File: config.mk
export PLATFORM = sky130hd
export DESIGN_NAME = rdr_cfg_ctrl
export DESIGN_NICKNAME = d
export VERILOG_FILES = /design/src/rtl/rdr_cfg_pkg.sv /design/src/rtl/rdr_cfg_ctrl.sv /design/src/rtl/rdr_i2c_slave.sv
export SDC_FILE = /design/constraint.sdc
export NUM_CORES = 1
export LEC_CHECK = 0
export BUFFER_PORTS_ARGS = -buffer_cell sky130_fd_sc_hd__buf_2
export CORE_AREA = 10 10 136 125
export DETAILED_ROUTE_END_ITERATION = 10
export DIE_AREA = 0 0 146 135
export GPL_ROUTABILITY_DRIVEN = 0
export PLACE_DENSITY = 0.63
export SYNTH_ARGS = -nofsm -noshare
export SYNTH_HDL_FRONTEND = slang
export SYNTH_SLANG_ARGS = --single-unit
File: constraint.sdc
create_clock -name clk -period 3.1 [get_ports clk]
set_input_delay 0.31 -clock clk [delete_from_list [all_inputs] [get_ports clk]]
set_output_delay 0.31 -clock clk [all_outputs]
set_load 0.05 [all_outputs]
File: src/rtl/rdr_cfg_pkg.sv
`default_nettype none
package rdr_cfg_pkg;
    // ==================================================
    // register byte indices, walked in order by the host
    localparam logic [2:0] IDX_SIG = 3'h0;
    localparam logic [2:0] IDX_RX50 = 3'h1;
    localparam logic [2:0] IDX_LOOP_EMPH = 3'h2;
    localparam logic [2:0] IDX_INDIS = 3'h3;
    localparam logic [2:0] IDX_EQ = 3'h4;
    localparam logic [2:0] IDX_SWING = 3'h5;
    localparam logic [2:0] IDX_DEEMPH = 3'h6;
    localparam logic [2:0] IDX_MISC = 3'h7;
    // ==================================================
    // field positions
    localparam int unsigned LOOP_EMPH_LB_BIT = 0;
    localparam int unsigned MISC_RST_BIT = 0;
    localparam int unsigned MISC_RXDA_BIT = 1;
    localparam int unsigned MISC_RXDB_BIT = 2;
    localparam int unsigned PIN_MODE = 0;
    localparam int unsigned PIN_PD = 1;
    localparam int unsigned PIN_LB = 2;
    localparam int unsigned PIN_RST = 3;
    localparam int unsigned PIN_RXDA = 4;
    localparam int unsigned PIN_RXDB = 5;
    localparam int unsigned PIN_SIG = 6;
    localparam int unsigned PIN_ADDR = 14;
    localparam int unsigned PIN_COUNT = 17;
    // ==================================================
    // power-on values: group A in the low field, group B in the high field
    localparam logic [7:0] LOOP_EMPH_RST = 8'h01;
    localparam logic [7:0] INDIS_RST = 8'h00;
    localparam logic [5:0] EQ_RST = 6'h1b;
    localparam logic [3:0] SWING_RST = 4'h0;
    localparam logic [5:0] DEEMPH_RST = 6'h09;
    localparam logic [2:0] MISC_RST = 3'h7;
    // ==================================================
    // timing: edges after reset release before the synchronised straps are valid
    localparam logic [1:0] STRAP_WAIT = 2'h3;
    localparam logic [3:0] BITS_PER_BYTE = 4'h8;
    localparam logic [3:0] LAST_RD_BIT = 4'h7;
    // ==================================================
    typedef enum logic [2:0] {
        ST_IDLE = 3'h0,
        ST_ADDR = 3'h1,
        ST_AACK = 3'h2,
        ST_WDATA = 3'h3,
        ST_RDATA = 3'h4,
        ST_RACK = 3'h5,
        ST_RLOAD = 3'h6,
        ST_WACK = 3'h7
    } rdr_i2c_state_t;
endpackage
`default_nettype wire

File: src/rtl/rdr_cfg_ctrl.sv
// What this block does
// - mode high: strap state, register writes rejected
// - mode low: host may rewrite registers
// - mode level gates writes live, unlatched
// - straps captured into registers at power-on
// - power-down low disables whole device
// - channel reset low holds detection reset
// - group enables steer A and B detection
// - one equalizer field per channel group
// - three-bit equalizer code, rising boost
// - swing and de-emphasis held per group
// - two-bit swing code per group
// - three-bit de-emphasis code per group
// - half-bit default, full-bit after control rewrite
// - de-emphasis independent of data rate
// - quiet input squelches channel output
// - I2C slave, seven-bit address, three pin bits
// - bytes sequential from lowest, stop anytime
// - detection starts on channel reset rising
`default_nettype none
module rdr_cfg_ctrl
    import rdr_cfg_pkg::*;
#(
    // arbitrary neutral value for the fixed address bits
    parameter logic [6:0] I2C_ADDR_BASE = 7'h20
)
(
    input wire logic clk,
    input wire logic rst_b,
    input wire logic scl_i,
    output logic scl_o,
    output logic scl_oe,
    input wire logic sda_i,
    output logic sda_o,
    output logic sda_oe,
    input wire logic [2:0] addr_pins,
    input wire logic mode_sel,
    input wire logic power_down_n,
    input wire logic loopback_n,
    input wire logic chan_reset_n,
    input wire logic rxd_en_a,
    input wire logic rxd_en_b,
    input wire logic [7:0] sig_detect,
    input wire logic [7:0] rx50_result,
    output logic device_enable,
    output logic loopback_n_cfg,
    output logic [2:0] eq_level_code_a,
    output logic [2:0] eq_level_code_b,
    output logic [1:0] swing_code_a,
    output logic [1:0] swing_code_b,
    output logic [2:0] deemph_code_a,
    output logic [2:0] deemph_code_b,
    output logic full_bit_deemph,
    output logic [7:0] input_disable,
    output logic [7:0] detect_en,
    output logic [7:0] detect_reset,
    output logic detect_start,
    output logic [7:0] tx_drive_en
);
    // ==================================================
    // pin synchronisers
    logic [PIN_COUNT-1:0] pin_raw, meta_q, sync_q;
    assign pin_raw = {addr_pins, sig_detect, rxd_en_b, rxd_en_a, chan_reset_n,
                      loopback_n, power_down_n, mode_sel};
    for (genvar i = 0; i < PIN_COUNT; i++)
    begin : g_sync
        always_ff @(posedge clk or negedge rst_b)
        begin
            if (!rst_b)
            begin
                meta_q[i] <= 1'b0;
                sync_q[i] <= 1'b0;
            end
            else
            begin
                meta_q[i] <= pin_raw[i];
                sync_q[i] <= meta_q[i];
            end
        end
    end
    logic mode_s, pd_s, lb_s, rst_s, rxa_s, rxb_s;
    logic [7:0] sig_s;
    logic [2:0] apin_s;
    assign mode_s = sync_q[PIN_MODE];
    assign pd_s = sync_q[PIN_PD];
    assign lb_s = sync_q[PIN_LB];
    assign rst_s = sync_q[PIN_RST];
    assign rxa_s = sync_q[PIN_RXDA];
    assign rxb_s = sync_q[PIN_RXDB];
    assign sig_s = sync_q[PIN_SIG +: 8];
    assign apin_s = sync_q[PIN_ADDR +: 3];
    // ==================================================
    // register port
    logic wr_stb;
    logic [2:0] byte_idx;
    logic [7:0] wr_data, rd_data;
    logic [6:0] dev_addr;
    logic sda_oe_raw;
    assign dev_addr = {I2C_ADDR_BASE[6:5], apin_s[2], I2C_ADDR_BASE[3:2], apin_s[1:0]};
    rdr_i2c_slave u_i2c (
        .clk(clk),
        .rst_b(rst_b),
        .scl_i(scl_i),
        .sda_i(sda_i),
        .enable(pd_s),
        .dev_addr(dev_addr),
        .rd_data(rd_data),
        .sda_oe(sda_oe_raw),
        .wr_stb(wr_stb),
        .byte_idx(byte_idx),
        .wr_data(wr_data)
    );
    assign sda_o = 1'b0;
    assign sda_oe = sda_oe_raw & pd_s;
    // no clock stretching, so scl is never driven
    assign scl_o = 1'b0;
    assign scl_oe = 1'b0;
    // ==================================================
    // configuration registers
    logic [1:0] strap_cnt_q, strap_cnt_d;
    logic strap_done_q, strap_done_d, capture, wr_ok;
    logic [7:0] loop_emph_q, loop_emph_d, indis_q, indis_d;
    logic [5:0] eq_q, eq_d, deemph_q, deemph_d;
    logic [3:0] swing_q, swing_d;
    logic [2:0] misc_q, misc_d;
    logic full_bit_q, full_bit_d;
    // writes look at the live synchronised mode level every cycle
    assign wr_ok = wr_stb & ~mode_s & strap_done_q;
    // straps are caught after release, once the synchronisers hold pin levels
    assign capture = ~strap_done_q & (strap_cnt_q == STRAP_WAIT);
    always_comb
    begin
        strap_cnt_d = strap_done_q ? strap_cnt_q : strap_cnt_q + 2'h1;
        strap_done_d = strap_done_q | capture;
        loop_emph_d = loop_emph_q;
        indis_d = indis_q;
        eq_d = eq_q;
        swing_d = swing_q;
        deemph_d = deemph_q;
        misc_d = misc_q;
        full_bit_d = full_bit_q | (wr_ok & (byte_idx == IDX_LOOP_EMPH));
        if (capture)
        begin
            loop_emph_d[LOOP_EMPH_LB_BIT] = lb_s;
            misc_d = {rxb_s, rxa_s, rst_s};
        end
        if (wr_ok)
        begin
            case (byte_idx)
                IDX_LOOP_EMPH: loop_emph_d = wr_data;
                IDX_INDIS: indis_d = wr_data;
                IDX_EQ: eq_d = wr_data[5:0];
                IDX_SWING: swing_d = wr_data[3:0];
                IDX_DEEMPH: deemph_d = wr_data[5:0];
                IDX_MISC: misc_d = wr_data[2:0];
                default: ;
            endcase
        end
    end
    always_ff @(posedge clk or negedge rst_b)
    begin
        if (!rst_b)
        begin
            strap_cnt_q <= 2'h0;
            strap_done_q <= 1'b0;
            loop_emph_q <= LOOP_EMPH_RST;
            indis_q <= INDIS_RST;
            eq_q <= EQ_RST;
            swing_q <= SWING_RST;
            deemph_q <= DEEMPH_RST;
            misc_q <= MISC_RST;
            full_bit_q <= 1'b0;
        end
        else
        begin
            strap_cnt_q <= strap_cnt_d;
            strap_done_q <= strap_done_d;
            loop_emph_q <= loop_emph_d;
            indis_q <= indis_d;
            eq_q <= eq_d;
            swing_q <= swing_d;
            deemph_q <= deemph_d;
            misc_q <= misc_d;
            full_bit_q <= full_bit_d;
        end
    end
    always_comb
    begin
        case (byte_idx)
            IDX_SIG: rd_data = sig_s;
            IDX_RX50: rd_data = rx50_result;
            IDX_LOOP_EMPH: rd_data = loop_emph_q;
            IDX_INDIS: rd_data = indis_q;
            IDX_EQ: rd_data = {2'h0, eq_q};
            IDX_SWING: rd_data = {4'h0, swing_q};
            IDX_DEEMPH: rd_data = {2'h0, deemph_q};
            IDX_MISC: rd_data = {5'h00, misc_q};
            default: rd_data = 8'h00;
        endcase
    end
    // codes pass through untouched; the analog side maps them to levels
    assign eq_level_code_a = eq_q[2:0];
    assign eq_level_code_b = eq_q[5:3];
    assign swing_code_a = swing_q[1:0];
    assign swing_code_b = swing_q[3:2];
    assign deemph_code_a = deemph_q[2:0];
    assign deemph_code_b = deemph_q[5:3];
    assign full_bit_deemph = full_bit_q;
    assign loopback_n_cfg = loop_emph_q[LOOP_EMPH_LB_BIT];
    assign input_disable = indis_q;
    // ==================================================
    // channel control outputs
    logic eff_rst_n, eff_prev_q, dev_en_q, start_q;
    logic [7:0] det_en_q, det_en_d, det_rst_q, tx_en_q, tx_en_d;
    assign eff_rst_n = rst_s & misc_q[MISC_RST_BIT] & pd_s;
    always_comb
    begin
        det_en_d = {{4{misc_q[MISC_RXDB_BIT]}}, {4{misc_q[MISC_RXDA_BIT]}}} & {8{pd_s}};
        tx_en_d = {8{pd_s}} & sig_s & ~indis_q;
    end
    always_ff @(posedge clk or negedge rst_b)
    begin
        if (!rst_b)
        begin
            eff_prev_q <= 1'b0;
            dev_en_q <= 1'b0;
            start_q <= 1'b0;
            det_en_q <= 8'h00;
            det_rst_q <= 8'hff;
            tx_en_q <= 8'h00;
        end
        else
        begin
            eff_prev_q <= eff_rst_n;
            dev_en_q <= pd_s;
            start_q <= eff_rst_n & ~eff_prev_q;
            det_en_q <= det_en_d;
            det_rst_q <= {8{~eff_rst_n}};
            tx_en_q <= tx_en_d;
        end
    end
    assign device_enable = dev_en_q;
    assign detect_en = det_en_q;
    assign detect_reset = det_rst_q;
    assign detect_start = start_q;
    assign tx_drive_en = tx_en_q;
endmodule
`default_nettype wire

File: src/rtl/rdr_i2c_slave.sv
`default_nettype none
module rdr_i2c_slave
    import rdr_cfg_pkg::*;
(
    input wire logic clk,
    input wire logic rst_b,
    input wire logic scl_i,
    input wire logic sda_i,
    input wire logic enable,
    input wire logic [6:0] dev_addr,
    input wire logic [7:0] rd_data,
    output logic sda_oe,
    output logic wr_stb,
    output logic [2:0] byte_idx,
    output logic [7:0] wr_data
);
    // ==================================================
    // synchronisers; stage 0 is only read by stage 1
    logic [2:0] scl_q;
    logic [2:0] sda_q;
    logic scl_rise, scl_fall, start_c, stop_c;
    always_ff @(posedge clk or negedge rst_b)
    begin
        if (!rst_b)
        begin
            scl_q <= 3'h7;
            sda_q <= 3'h7;
        end
        else
        begin
            scl_q <= {scl_q[1:0], scl_i};
            sda_q <= {sda_q[1:0], sda_i};
        end
    end
    assign scl_rise = scl_q[1] & ~scl_q[2];
    assign scl_fall = ~scl_q[1] & scl_q[2];
    assign start_c = scl_q[1] & scl_q[2] & sda_q[2] & ~sda_q[1];
    assign stop_c = scl_q[1] & scl_q[2] & ~sda_q[2] & sda_q[1];
    // ==================================================
    // byte engine: seven-bit address, transfers always start at byte 0
    rdr_i2c_state_t state_q, state_d;
    logic [3:0] cnt_q, cnt_d;
    logic [7:0] sh_q, sh_d;
    logic [2:0] idx_q, idx_d;
    logic oe_q, oe_d, rw_q, rw_d, wr_q, wr_d;
    always_comb
    begin
        state_d = state_q;
        cnt_d = cnt_q;
        sh_d = sh_q;
        idx_d = idx_q;
        oe_d = oe_q;
        rw_d = rw_q;
        wr_d = 1'b0;
        case (state_q)
            ST_IDLE: ;
            ST_ADDR:
            begin
                if (scl_rise)
                begin
                    sh_d = {sh_q[6:0], sda_q[1]};
                    cnt_d = cnt_q + 4'h1;
                end
                else if (scl_fall && cnt_q == BITS_PER_BYTE)
                begin
                    if (sh_q[7:1] == dev_addr)
                    begin
                        oe_d = 1'b1;
                        rw_d = sh_q[0];
                        idx_d = 3'h0;
                        state_d = ST_AACK;
                    end
                    else
                        state_d = ST_IDLE;
                end
            end
            ST_AACK:
            begin
                if (scl_fall)
                begin
                    cnt_d = 4'h0;
                    if (rw_q)
                    begin
                        sh_d = rd_data;
                        oe_d = ~rd_data[7];
                        state_d = ST_RDATA;
                    end
                    else
                    begin
                        oe_d = 1'b0;
                        state_d = ST_WDATA;
                    end
                end
            end
            ST_WDATA:
            begin
                if (scl_rise)
                begin
                    sh_d = {sh_q[6:0], sda_q[1]};
                    cnt_d = cnt_q + 4'h1;
                end
                else if (scl_fall && cnt_q == BITS_PER_BYTE)
                begin
                    wr_d = 1'b1;
                    oe_d = 1'b1;
                    state_d = ST_WACK;
                end
            end
            ST_WACK:
            begin
                if (scl_fall)
                begin
                    oe_d = 1'b0;
                    cnt_d = 4'h0;
                    idx_d = idx_q + 3'h1;
                    state_d = ST_WDATA;
                end
            end
            ST_RDATA:
            begin
                if (scl_fall)
                begin
                    if (cnt_q == LAST_RD_BIT)
                    begin
                        oe_d = 1'b0;
                        idx_d = idx_q + 3'h1;
                        state_d = ST_RACK;
                    end
                    else
                    begin
                        cnt_d = cnt_q + 4'h1;
                        sh_d = {sh_q[6:0], 1'b0};
                        oe_d = ~sh_q[6];
                    end
                end
            end
            ST_RACK:
            begin
                if (scl_rise)
                    state_d = sda_q[1] ? ST_IDLE : ST_RLOAD;
            end
            ST_RLOAD:
            begin
                if (scl_fall)
                begin
                    sh_d = rd_data;
                    oe_d = ~rd_data[7];
                    cnt_d = 4'h0;
                    state_d = ST_RDATA;
                end
            end
            default: state_d = ST_IDLE;
        endcase
        if (start_c)
        begin
            state_d = ST_ADDR;
            cnt_d = 4'h0;
            oe_d = 1'b0;
        end
        // a stop may come after any whole byte
        if (stop_c || !enable)
        begin
            state_d = ST_IDLE;
            oe_d = 1'b0;
        end
    end
    always_ff @(posedge clk or negedge rst_b)
    begin
        if (!rst_b)
        begin
            state_q <= ST_IDLE;
            cnt_q <= 4'h0;
            sh_q <= 8'h00;
            idx_q <= 3'h0;
            oe_q <= 1'b0;
            rw_q <= 1'b0;
            wr_q <= 1'b0;
        end
        else
        begin
            state_q <= state_d;
            cnt_q <= cnt_d;
            sh_q <= sh_d;
            idx_q <= idx_d;
            oe_q <= oe_d;
            rw_q <= rw_d;
            wr_q <= wr_d;
        end
    end
    assign sda_oe = oe_q;
    assign wr_stb = wr_q;
    assign byte_idx = idx_q;
    assign wr_data = sh_q;
endmodule
`default_nettype wire

==> results of run 1 <==
routing by layer:
layer / vias to the layer above / part of all wire [%]
li1: 1612 / -
met1: 1732 / 43
met2: 111 / 49
met3: 22 / 5.9
met4: 0 / 1.9
met5: - / 0
final cells by class:
type	instances	area share, %
Tap cell	193	3.96
Inverter	16	0.985
Timing Repair Buffer	104	10.5
Sequential cell	114	47.1
Clock buffer	26	8.02
Clock inverter	6	0.903
Multi-Input combinational cell	247	28.5
cell families (layout without fill, tap and decap cells):
kind of cell | after synthesis | after routing
fa+ha+maj | 9 | 9
simple gates | 114 | 114
buf+inv | 51 | 152
compound gates | 72 | 72
mux | 44 | 44
flops | 114 | 114
xor+xnor | 5 | 5
other cells | 1 | 3
state kept, by name, summed over array words and instances, names as in the netlist, 2 cells and up:
| signal | cells |
|---|---|
| u_i2c.scl_q | 3 |
| deemph_q | 6 |
| meta_q | 17 |
| detect_en | 2 |
| input_disable | 8 |
| u_i2c.state_q | 3 |
| tx_drive_en | 8 |
| eq_q | 6 |
| u_i2c.cnt_q | 4 |
| loop_emph_q | 8 |
| swing_q | 4 |
| u_i2c.sda_q | 3 |
| u_i2c.byte_idx | 3 |
| misc_q | 3 |
| strap_cnt_q | 2 |
| u_i2c.wr_data | 8 |
| sig_s | 8 |
| apin_s | 3 |
how the worst max path moves through the flow:
stage	startpoint	to	slack, ns	cells after the start
6_report	u_i2c.byte_idx[0]	u_i2c.sda_oe	0.40	7
5_1_grt	u_i2c.byte_idx[0]	u_i2c.sda_oe	0.27	7
4_1_cts	u_i2c.byte_idx[0]	u_i2c.sda_oe	0.43	7
3_5_place_dp	u_i2c.byte_idx[0]	u_i2c.sda_oe	0.44	7
3_3_place_gp	u_i2c.byte_idx[0]	u_i2c.sda_oe	0.54	7
2_1_floorplan	u_i2c.byte_idx[2]	u_i2c.sda_oe	0.46	10
critical path, stage by stage (launching register included):
cell                       delay, ns
sky130_fd_sc_hd__dfrtp_1        0.41
sky130_fd_sc_hd__ha_1           0.23
sky130_fd_sc_hd__ha_1           0.34
sky130_fd_sc_hd__or4_4          0.60
sky130_fd_sc_hd__or2_0          0.43
sky130_fd_sc_hd__a311oi_2       0.32
sky130_fd_sc_hd__o211a_1        0.18
sky130_fd_sc_hd__nor3_1         0.05
cells in the mapped netlist, types with 3 or more instances:
library cell               count  area [um2]
sky130_fd_sc_hd__dfstp_2      17         447
sky130_fd_sc_hd__o22ai_1       5        31.3
sky130_fd_sc_hd__nand2_1      36         135
sky130_fd_sc_hd__mux2i_1       3        30.0
sky130_fd_sc_hd__and2_1        8        50.1
sky130_fd_sc_hd__a21oi_1      12        60.1
sky130_fd_sc_hd__clkbuf_1     13        48.8
sky130_fd_sc_hd__nand3_1       8        40.0
sky130_fd_sc_hd__nor3_1        8        40.0
sky130_fd_sc_hd__nor2b_1       8        50.1
sky130_fd_sc_hd__ha_1          9         113
sky130_fd_sc_hd__mux2_2       41         462
sky130_fd_sc_hd__a22oi_1       6        45.0
sky130_fd_sc_hd__nor3b_1       3        22.5
sky130_fd_sc_hd__buf_2         3        15.0
sky130_fd_sc_hd__o21ai_0      13        65.1
sky130_fd_sc_hd__xnor2_1       5        43.8
sky130_fd_sc_hd__dfrtp_1      97        2430
sky130_fd_sc_hd__inv_1        16        60.1
sky130_fd_sc_hd__a31oi_1       4        25.0
sky130_fd_sc_hd__nand2b_1      5        31.3
sky130_fd_sc_hd__a221oi_1      5        43.8
sky130_fd_sc_hd__nor2_1       24        90.1
sky130_fd_sc_hd__buf_4        16         120
sky130_fd_sc_hd__a222oi_1      8        80.1
power groups by stage:
| stage | Combinational [mW] | Clock [mW] | Sequential (mW) |
|---|---|---|---|
| 2_1_floorplan | 0.397 | 0 | 1.72 |
| 3_3_place_gp | 0.475 | 0 | 1.78 |
| 3_5_place_dp | 0.504 | 0 | 1.79 |
| 4_1_cts | 0.523 | 1.82 | 1.77 |
| 5_1_grt | 0.577 | 1.89 | 1.79 |
| 6_report | 0.524 | 1.78 | 1.77 |
placed cells by master (no fill, tap or decap), types with 6 or more instances in the layout:
cell	count
sky130_fd_sc_hd__o21ai_0	13
sky130_fd_sc_hd__buf_2	80
sky130_fd_sc_hd__a222oi_1	8
sky130_fd_sc_hd__dfstp_2	17
sky130_fd_sc_hd__dlygate4sd3_1	19
sky130_fd_sc_hd__mux2_2	41
sky130_fd_sc_hd__nand2_1	36
sky130_fd_sc_hd__inv_1	16
sky130_fd_sc_hd__dfrtp_1	97
sky130_fd_sc_hd__nor2_1	24
sky130_fd_sc_hd__clkbuf_1	6
sky130_fd_sc_hd__clkbuf_16	17
sky130_fd_sc_hd__ha_1	9
sky130_fd_sc_hd__nor2b_1	8
sky130_fd_sc_hd__a21oi_1	12
sky130_fd_sc_hd__a22oi_1	6
sky130_fd_sc_hd__nor3_1	8
sky130_fd_sc_hd__and2_1	8
sky130_fd_sc_hd__nand3_1	8
through the flow:
| stage | power [mW] | utilization, % |
|---|---|---|
| final | 4.08 | 43.5 |
| after global routing | 4.26 | 43.5 |
| after CTS | 4.12 | 43.5 |
| after detailed placement | 2.30 | 38.3 |
| after global placement | 2.26 | 38.3 |
| after floorplan | 2.12 | - |
==> flow_summary.json, run 1 <==
{
  "portBuffers": 81,
  "post_cts.resized_instances": 0,
  "floorplan_core_area_um2": 14000,
  "dominant_combinational_cell_family_by_area_after_synthesis": "simple AND/OR/NAND/NOR gates",
  "tritoncts_buffers": 17,
  "rsz_0062_raised_after_global_routing": "no",
  "holdCritStartpoint": "loopback_n",
  "place_inst": 655,
  "drt_first_pass_iters": 5,
  "grt_use_met1_pct": 14.6,
  "post_route_cells_drive_above_1_share_pct": 34.1,
  "synth_enable_flop_cells": 0,
  "worst_hold_slack_ns": 0.0285,
  "diodes": 0,
  "worst_clock_skew_ns": 0.00862,
  "peakVddDrop_mv": 0.350,
  "fin_cells": 706,
  "endpoint_kind": "flip-flop",
  "post_synth_instance_area_um2": 4870,
  "avgViaCountPerCell": 4.92,
  "floorplan.rows": 41,
  "htree_levels": 4,
  "layout_worst_path_cycle_share_pct": 87.2,
  "synth_cell_types": 53,
  "post-place-ws_ns": 0.437,
  "static-leakage-power_nw": 2.92,
  "drv.max_cap_violation_count": 0,
  "cts_setup_buffers": 0,
  "clockBufferDepth": 2,
  "synth_compound_area_share_pct": 10.5,
  "max-slew-margin-rel_pct": 50.7,
  "clkSlewWorstSetupHoldPaths_ns": 0.05,
  "setup_tns_ns": 0,
  "outcome": "finished clean",
  "seq_area_frac_synth_pct": 59.0,
  "setup_slack_ns": 0.397,
  "worst-slew-pin-transition_ns": 0.733,
  "finalInstanceArea_um2": 6100,
  "min_path_type": "in2reg",
  "cts_tree": "yes",
  "critical_path_peak_fanout": 10,
  "whs_endpoint": "meta_q[2]",
  "synth_xor_xnor_area_share_pct": 0.898,
  "global_route.usage.met2_pct": 20.6,
  "dieHeight_um": 135,
  "floorplan.initialDensity_pct": 34.8,
  "grt_use_total_pct": 12.5,
  "n_fill_cell": 1310,
  "timing.critical_path.required_ns": 3.37,
  "syn_area_per_cell_um2": 11.9,
  "pwr-share-clk_pct": 43.8,
  "first_global_vias": 3744,
  "seqCellArea_um2": 2870,
  "worstHoldPathCells": 1,
  "routed_wirelength_um": 12100,
  "report.final.slew_viol_count": 0,
  "p_int_mw": 2.96,
  "clk-insertion-delay-late_ns": 0.40,
  "final_period_minus_worst_setup_slack_ns": 2.70,
  "synth-adder-area-share_pct": 2.31,
  "setup-violations-final": 0,
  "floorplan_die_width_um": 146,
  "r2r_start": "u_i2c.byte_idx[0]",
  "cts_hold_buffers": 19,
  "ff_to_ff_path_depth": 7,
  "floorplan.io_pins": 85,
  "comb_power_share_pct": 12.8,
  "met3_usage_pct": 4.44,
  "clkSinkCount": 114,
  "place_area_um2": 5360,
  "crit_arrival_ns": 2.97,
  "finalHoldViolations": 0,
  "top_usage_layer": "met2",
  "place.detailed.hpwl_um": 8580,
  "avgRoutedWirePerCell_um": 17.1,
  "synth_simple_gate_area_share_pct": 11.6,
  "area_growth_synth_to_finish_pct": 25.1,
  "grt_pass1_wl_um": 19700,
  "synth_seq_cells": 114,
  "regToRegSetupSlack_ns": 0.40,
  "synth_cells": 410,
  "power_density_over_cell_area_nw_per_um2": 669,
  "drc": 0,
  "crit-reg2reg-capture": "u_i2c.sda_oe",
  "grt_antenna_before_repair": 0,
  "ys_async_sr_fraction_pct": 100,
  "post_synth_mux_area_share_pct": 10.1,
  "peak_clock_frequency_supported_by_timing_mhz": 370,
  "multi_input_comb_area_um2": 1740,
  "p_sw_share_pct": 27.5,
  "vias": 3477,
  "yosys_warnings": 0,
  "primary_ff_master_synth": "sky130_fd_sc_hd__dfrtp_1",
  "pwr-share-seq_pct": 43.4,
  "detail_route.iter0.violations": 246,
  "power.switching_mw": 1.12,
  "grt-ovfl-total": 0,
  "route.antenna.remaining_nets": 0,
  "grt_max_degree": 61,
  "clock_tree.root_cell": "sky130_fd_sc_hd__clkbuf_16",
  "timing.critical_path.from_type": "flip-flop",
  "finalNetCount": 538,
  "area_of_the_die_um2": 19700,
  "critPathKind": "reg2reg"
}
No activity file was read; power rests on OpenSTA's default activity.
==> run 2, diff against run 1 <==
--- a/config.mk
+++ b/config.mk
@@ -6,11 +6,12 @@
 export NUM_CORES = 1
 export LEC_CHECK = 0
 export BUFFER_PORTS_ARGS = -buffer_cell sky130_fd_sc_hd__buf_2
-export CORE_AREA = 10 10 136 125
+export CORE_AREA = 10 10 140 129
 export DETAILED_ROUTE_END_ITERATION = 10
-export DIE_AREA = 0 0 146 135
+export DIE_AREA = 0 0 150 139
 export GPL_ROUTABILITY_DRIVEN = 0
-export PLACE_DENSITY = 0.63
+export PLACE_DENSITY = 0.62
 export SYNTH_ARGS = -nofsm -noshare
 export SYNTH_HDL_FRONTEND = slang
+export SYNTH_HIERARCHICAL = 1
 export SYNTH_SLANG_ARGS = --single-unit
==> constraint.sdc (replaced) <==
create_clock -name clk -period 3.1 [get_ports clk]
set_input_delay 0.465 -clock clk [delete_from_list [all_inputs] [get_ports clk]]
set_output_delay 0.465 -clock clk [all_outputs]
set_load 0.05 [all_outputs]
==> run 2 against run 1 <==
Net effect:
- final area rose by 3.5%
- clock skew rose by 0.0018 ns
- register-to-register slack improved by 0.47 ns
- clock power rose by 22%
- sequential power fell by 11%
- routed wire length rose by 1.5%
- maximum frequency rose by 21%
- synthesized area rose by 6.1%
- worst hold slack improved by 0.053 ns
- critical path depth fell by 1
- via count fell by 2.1%
- total power fell by 2.7%
- largest power group unchanged
==> flow_summary.json, run 2 <==
{
  "layout_worst_path_cycle_share_pct": 71.9,
  "grt_use_total_pct": 12.2,
  "synth_cell_types": 70,
  "floorplan_core_area_um2": 15200,
  "place.detailed.hpwl_um": 8690,
  "synth_area_leaders": "sky130_fd_sc_hd__dfrtp_1 (47%), sky130_fd_sc_hd__dfstp_2 (8.6%), sky130_fd_sc_hd__mux2_2 (5.7%), sky130_fd_sc_hd__mux2_4 (4.1%), sky130_fd_sc_hd__mux2i_1 (3.7%)",
  "post_cts.resized_instances": 0,
  "place_inst": 670,
  "syn_area_per_cell_um2": 12.6,
  "grt_pass1_wl_um": 19900,
  "primary_ff_master_synth": "sky130_fd_sc_hd__dfrtp_1",
  "crit_arrival_ns": 2.52,
  "met3_usage_pct": 4.70,
  "tritoncts_buffers": 17,
  "max-slew-margin-rel_pct": 47.4,
  "ys_async_sr_fraction_pct": 100,
  "cts_tree": "yes",
  "grt_antenna_before_repair": 0,
  "setup-violations-final": 0,
  "peak_clock_frequency_supported_by_timing_mhz": 449,
  "avgViaCountPerCell": 4.85,
  "grt_max_degree": 51,
  "static-leakage-power_nw": 3.01,
  "cts_setup_buffers": 0,
  "yosysMostFrequentCell": "sky130_fd_sc_hd__dfrtp_1",
  "critPathKind": "reg2reg",
  "timing.critical_path.from_type": "flip-flop",
  "drc": 0,
  "routed_wirelength_um": 12300,
  "finalNetCount": 520,
  "endpoint_kind": "flip-flop",
  "seqCellArea_um2": 2870,
  "htree_levels": 4,
  "floorplan.rows": 43,
  "grt_use_met1_pct": 15.5,
  "rsz_0062_raised_after_global_routing": "no",
  "yosys_warnings": 6,
  "power_density_over_cell_area_nw_per_um2": 628,
  "floorplan.initialDensity_pct": 34.1,
  "fin_cells": 702,
  "n_fill_cell": 1465,
  "vias": 3404,
  "cts_hold_buffers": 0,
  "top_usage_layer": "met2",
  "peakVddDrop_mv": 0.454,
  "clkSinkCount": 114,
  "area_of_the_die_um2": 20900,
  "worst-slew-pin-transition_ns": 0.789,
  "clock_tree.root_cell": "sky130_fd_sc_hd__clkbuf_16",
  "largest_reg_flops": 17,
  "report.final.slew_viol_count": 0,
  "final_cell_mix": "sky130_fd_sc_hd__dfrtp_1 (97), sky130_fd_sc_hd__buf_2 (80), sky130_fd_sc_hd__nand2_1 (26), sky130_fd_sc_hd__mux2_2 (26), sky130_fd_sc_hd__nor2_1 (21)",
  "finalHoldViolations": 0,
  "synth_cells": 411,
  "worst_clock_skew_ns": 0.0105,
  "floorplan.io_pins": 85,
  "detail_route.iter0.violations": 131,
  "critical_path_peak_fanout": 12,
  "area_growth_synth_to_finish_pct": 22.1,
  "min_path_type": "in2async",
  "final_period_minus_worst_setup_slack_ns": 2.23,
  "diodes": 0,
  "synth_top_cell_by_area": "sky130_fd_sc_hd__dfrtp_1",
  "clk-insertion-delay-late_ns": 0.41,
  "drv.max_cap_violation_count": 0,
  "dieHeight_um": 139,
  "synth_commonest_cells": "sky130_fd_sc_hd__dfrtp_1 (97), sky130_fd_sc_hd__mux2_2 (26), sky130_fd_sc_hd__nand2_1 (26)",
  "clkSlewWorstSetupHoldPaths_ns": 0.05,
  "setup_tns_ns": 0,
  "synth_enable_flop_cells": 0,
  "post_synth_instance_area_um2": 5170,
  "synth_largest_type_area_fraction_pct": 46.9,
  "regMostFlops": "meta_q",
  "floorplan_die_width_um": 150,
  "avgRoutedWirePerCell_um": 17.5,
  "clockBufferDepth": 2,
  "outcome": "finished clean",
  "timing.critical_path.required_ns": 3.39,
  "post_route_cells_drive_above_1_share_pct": 38.4,
  "seq_area_frac_synth_pct": 55.6,
  "drt_first_pass_iters": 5,
  "grt-ovfl-total": 0,
  "portBuffers": 81,
  "global_route.usage.met2_pct": 18.1,
  "layout_commonest_cell": "sky130_fd_sc_hd__dfrtp_1",
  "route.antenna.remaining_nets": 0,
  "synth_seq_cells": 114,
  "first_global_vias": 3627,
  "multi_input_comb_area_um2": 2030
}
==> run 2: cell count changes after synthesis, moves of 8 or more <==
| cell | previous run | this run |
|---|---|---|
| sky130_fd_sc_hd__mux2_4 | 0 | 14 |
| sky130_fd_sc_hd__nand2_1 | 36 | 26 |
| sky130_fd_sc_hd__clkbuf_1 | 13 | 4 |
| sky130_fd_sc_hd__xor2_1 | 0 | 8 |
| sky130_fd_sc_hd__mux2_2 | 41 | 26 |
| sky130_fd_sc_hd__mux2i_1 | 3 | 19 |
| sky130_fd_sc_hd__a222oi_1 | 8 | 0 |
==> run 2: metal layers <==
layer	vias to the layer above	share of wire [%]	routed length [um]
met4	0	1.4	174
met1	1697	46	5660
met3	9	6.8	838
met2	104	46	5610
li1	1594	-	-
met5	-	0	0
==> run 2: worst max-delay path, cell delays in order, from the launching register on <==
cell	delay, ns
sky130_fd_sc_hd__dfrtp_1	0.64
sky130_fd_sc_hd__clkinv_1	0.40
sky130_fd_sc_hd__nor3_1	0.26
sky130_fd_sc_hd__a211oi_1	0.07
sky130_fd_sc_hd__o22a_1	0.22
sky130_fd_sc_hd__mux2_2	0.26
sky130_fd_sc_hd__mux2_2	0.27
==> run 2: worst paths after layout <==
path                              startpoint               end  slack [ns]  cells after the start
setup / recovery           u_i2c/byte_idx[2]  u_i2c/wr_data[4]        0.87                      6
hold / removal                         rst_b        meta_q[15]        0.08                      1
setup reg to reg           u_i2c/byte_idx[2]  u_i2c/wr_data[4]        0.87                      6
hold reg to reg                    meta_q[0]            mode_s        0.35                      0
max in group asynchronous              rst_b    u_i2c/scl_q[2]        2.25                      2
min in group clk                       scl_i    u_i2c/scl_q[0]        0.15                      1
==> run 2: cell families after synthesis <==
kind of cell	share of synthesized area [%]
AO/OA/AOI/OAI	8.71
XOR/XNOR	1.86
adder cells (fa/ha/maj)	0.967
buffers and inverters	5.56
flip-flops	55.6
multiplexers	15.4
other	0.145
AND/OR/NAND/NOR	11.8
==> run 2: through the flow <==
step	instance area [um2]	setup WS, ns	power, mW	util (%)	hold slack [ns]
4_1_cts	6310	0.869	4.01	41.6	0.0955
6_report	6310	0.872	3.97	41.6	0.0816
3_5_place_dp	5650	0.883	1.82	37.3	0.335
5_1_grt	6310	0.691	4.11	41.6	0.115
3_3_place_gp	5650	0.931	1.82	37.3	0.334
2_1_floorplan	5190	1.22	1.74	-	0.169
==> run 2: report_power, final <==
group | leakage, nW | internal (mW) | switching [mW]
registers | 1.42 | 1.54 | 0.0386
clock network | 0.305 | 1.47 | 0.700
logic | 1.29 | 0.0591 | 0.156
total | 3.01 | 3.07 | 0.894
==> run 2: cell type report <==
class,count,share of cell area [%]
flip-flops and latches,114,45.5
multi-input cells,257,32.2
clock buffers,20,7.23
repair buffers,85,7.13
well taps,202,4.00
clock inverters,12,3.25
inverters,12,0.713
==> run 3, diff against run 2 <==
--- a/config.mk
+++ b/config.mk
@@ -5,10 +5,11 @@
 export SDC_FILE = /design/constraint.sdc
 export NUM_CORES = 1
 export LEC_CHECK = 0
+export ABC_AREA = 1
 export BUFFER_PORTS_ARGS = -buffer_cell sky130_fd_sc_hd__buf_2
-export CORE_AREA = 10 10 140 129
+export CORE_AREA = 10 10 140 130
 export DETAILED_ROUTE_END_ITERATION = 10
-export DIE_AREA = 0 0 150 139
+export DIE_AREA = 0 0 150 140
 export GPL_ROUTABILITY_DRIVEN = 0
 export PLACE_DENSITY = 0.62
 export SYNTH_ARGS = -nofsm -noshare
==> constraint.sdc (replaced) <==
create_clock -name clk -period 2.2 [get_ports clk]
set_input_delay 0.33 -clock clk [delete_from_list [all_inputs] [get_ports clk]]
set_output_delay 0.33 -clock clk [all_outputs]
set_load 0.05 [all_outputs]
==> run 3 against run 2 <==
Net effect:
- first-iteration DRC count increased by 81%
- clock skew decreased by 0.0041 ns
- worst setup slack got worse by 0.50 ns
- combinational power increased to 3.4 times the previous value
- critical path depth decreased by 3
- sequential power increased by 51%
- total power increased by 48%
- critical path type is now reg2out
==> flow_summary.json, run 3 <==
{
  "yosysMostFrequentCell": "sky130_fd_sc_hd__nand2_1",
  "drt_first_pass_iters": 5,
  "place.detailed.hpwl_um": 9410,
  "post_synth_instance_area_um2": 5240,
  "finalInstanceArea_um2": 6530,
  "post_cts.resized_instances": 0,
  "holdCritStartpoint": "sig_detect[4]",
  "synth_cell_types": 41,
  "setup_tns_ns": 0,
  "clockBufferDepth": 2,
  "detail_route.iter0.violations": 237,
  "floorplan.io_pins": 85,
  "synth_cells": 591,
  "regMostFlops": "meta_q",
  "floorplan.rows": 43,
  "finalNetCount": 724,
  "synth_commonest_cells": "sky130_fd_sc_hd__nand2_1 (158), sky130_fd_sc_hd__dfrtp_1 (97), sky130_fd_sc_hd__inv_1 (62)",
  "yosys_warnings": 6,
  "timing.critical_path.required_ns": 1.87,
  "seqCellArea_um2": 2870,
  "htree_levels": 4,
  "finalHoldViolations": 0,
  "cts_tree": "yes",
  "floorplan_die_width_um": 150,
  "grt-ovfl-total": 0,
  "layout_commonest_cell": "sky130_fd_sc_hd__nand2_1",
  "min_path_type": "in2reg",
  "clk-insertion-delay-late_ns": 0.42,
  "slowest_stage": "sky130_fd_sc_hd__dfrtp_1",
  "synth_largest_type_area_fraction_pct": 46.4,
  "largest_reg_flops": 17,
  "worst_path_max_stage_delay_ns": 0.62,
  "first_global_vias": 4186,
  "vias": 4116,
  "syn_area_per_cell_um2": 8.86,
  "routed_wirelength_um": 12700,
  "synth_top_cell_by_area": "sky130_fd_sc_hd__dfrtp_1",
  "cts_setup_buffers": 0,
  "whs_endpoint": "meta_q[10]",
  "primary_ff_master_synth": "sky130_fd_sc_hd__dfrtp_1",
  "worstHoldPathCells": 1,
  "grt_antenna_before_repair": 0,
  "cell_by_cell_trace_of_the_critical_path": "nand2_1 -> inv_1 -> buf_2",
  "floorplan.initialDensity_pct": 34.5,
  "grt_use_total_pct": 12.8,
  "clkSlewWorstSetupHoldPaths_ns": 0.05,
  "ff_to_ff_path_depth": 9,
  "area_growth_synth_to_finish_pct": 24.8,
  "floorplan_core_area_um2": 15200,
  "design_power_total_mw": 5.89,
  "area_of_the_die_um2": 21000,
  "timing.critical_path.from_type": "flip-flop",
  "power_density_over_cell_area_nw_per_um2": 902,
  "drv.max_cap_violation_count": 0,
  "endpoint_kind": "primary output",
  "final_cell_mix": "sky130_fd_sc_hd__nand2_1 (158), sky130_fd_sc_hd__dfrtp_1 (97), sky130_fd_sc_hd__buf_2 (80), sky130_fd_sc_hd__inv_1 (62), sky130_fd_sc_hd__o21ai_1 (44)",
  "clock_tree.root_cell": "sky130_fd_sc_hd__clkbuf_16",
  "synth_seq_cells": 114,
  "synth_area_leaders": "sky130_fd_sc_hd__dfrtp_1 (46%), sky130_fd_sc_hd__nand2_1 (11%), sky130_fd_sc_hd__dfstp_2 (8.5%), sky130_fd_sc_hd__inv_1 (4.4%), sky130_fd_sc_hd__o21ai_1 (4.2%)",
  "setup-violations-final": 0,
  "final_period_minus_worst_setup_slack_ns": 1.83,
  "crit-reg2reg-capture": "u_i2c/wr_data[0]",
  "cts_hold_buffers": 14,
  "layout_worst_path_cycle_share_pct": 83.1,
  "drc": 0,
  "post_route_cells_drive_above_1_share_pct": 26.0,
  "critical_path_peak_fanout": 10,
  "outcome": "finished clean",
  "tritoncts_buffers": 17,
  "peakVddDrop_mv": 0.647,
  "clkSinkCount": 114,
  "route.antenna.remaining_nets": 0,
  "place_area_um2": 5790,
  "portBuffers": 81,
  "diodes": 0,
  "avgViaCountPerCell": 4.54,
  "multi_input_comb_area_um2": 1870,
  "avgRoutedWirePerCell_um": 14.0,
  "regToRegSetupSlack_ns": 0.42,
  "dieHeight_um": 140,
  "worst_clock_skew_ns": 0.00639,
  "synth_enable_flop_cells": 0,
  "r2r_start": "u_i2c/byte_idx[0]",
  "n_fill_cell": 1506,
  "rsz_0062_raised_after_global_routing": "no",
  "crit_arrival_ns": 1.50,
  "report.final.slew_viol_count": 0,
  "grt_pass1_wl_um": 21200,
  "grt_max_degree": 52,
  "static-leakage-power_nw": 3.30,
  "seq_area_frac_synth_pct": 54.9,
  "critPathKind": "reg2out",
  "peak_clock_frequency_supported_by_timing_mhz": 547,
  "ys_async_sr_fraction_pct": 100
}
-- run 3: cell types whose count changed in the layout (fill, tap and decap cells not counted), sizes merged, moves of 14 or more --
cell / delta
nand2: +137
inv: +65
mux2: -43
o21ai: +41
nand4: +34
nand3: +28
nor2: +21
mux2i: -19
dlygate4sd3: +14
-- run 3: final cells by class --
type	instances	share of cell area (%)
timing repair buffer	105	9.73
multi-input combinational	376	28.7
inverter	77	4.46
tap	202	3.87
sequential	114	44.0
clock inverter	12	2.45
clock buffer	20	6.84
-- run 3: cell families after synthesis --
group,count (synthesis),synth area share [%]
AOI/OAI and AO/OA,75,8.99
and+or+nand+nor,283,24.5
buffers and inverters,110,9.97
adders and majority gates,4,0.956
other,2,0.143
xor gates and xnor gates,3,0.502
DFF,114,54.9
-- run 3: how the worst max path moves through the flow --
stage                                 start                to  slack [ns]  cells after the start
after detailed placement   u_i2c/state_q[0]  u_i2c/wr_data[3]        0.44                      8
after CTS                              pd_s            sda_oe        0.30                      3
after global placement    u_i2c/byte_idx[0]  u_i2c/wr_data[0]        0.47                      9
final                                  pd_s            sda_oe        0.37                      3
after floorplan           u_i2c/byte_idx[0]      u_i2c/sda_oe        0.62                     11
after global routing                   pd_s            sda_oe        0.25                      3
-- run 3: power by group --
group | switching, mW | internal, mW | leakage, nW
Combinational | 0.536 | 0.200 | 1.60
Clock | 0.969 | 1.81 | 0.282
Sequential | 0.114 | 2.26 | 1.42
-- run 3: worst max-delay path, delay by kind of cell, from the launching register on --
kind | cells | cell delay [ns]
buf+inv | 2 | 0.32
flops | 1 | 0.62
simple gates | 1 | 0.14
-- run 3: through the flow --
stage	hold slack, ns	instances	setup WS (ns)	util (%)
final	0.0199	906	0.373	43.1
after global routing	0.00401	906	0.250	43.1
after CTS	0.00275	906	0.300	43.1
after detailed placement	0.212	860	0.442	38.1
after global placement	0.211	860	0.465	38.1
after floorplan	0.0344	600	0.621	-
-- run 3: per-layer routing --
layer / vias up / share of wire [%] / GRT usage [%]
met5: - / 0 / 0
met4: 0 / 1.8 / 5.57
met3: 18 / 7.3 / 4.41
met2: 120 / 45 / 19.3
met1: 1896 / 46 / 16.4
li1: 2082 / - / -
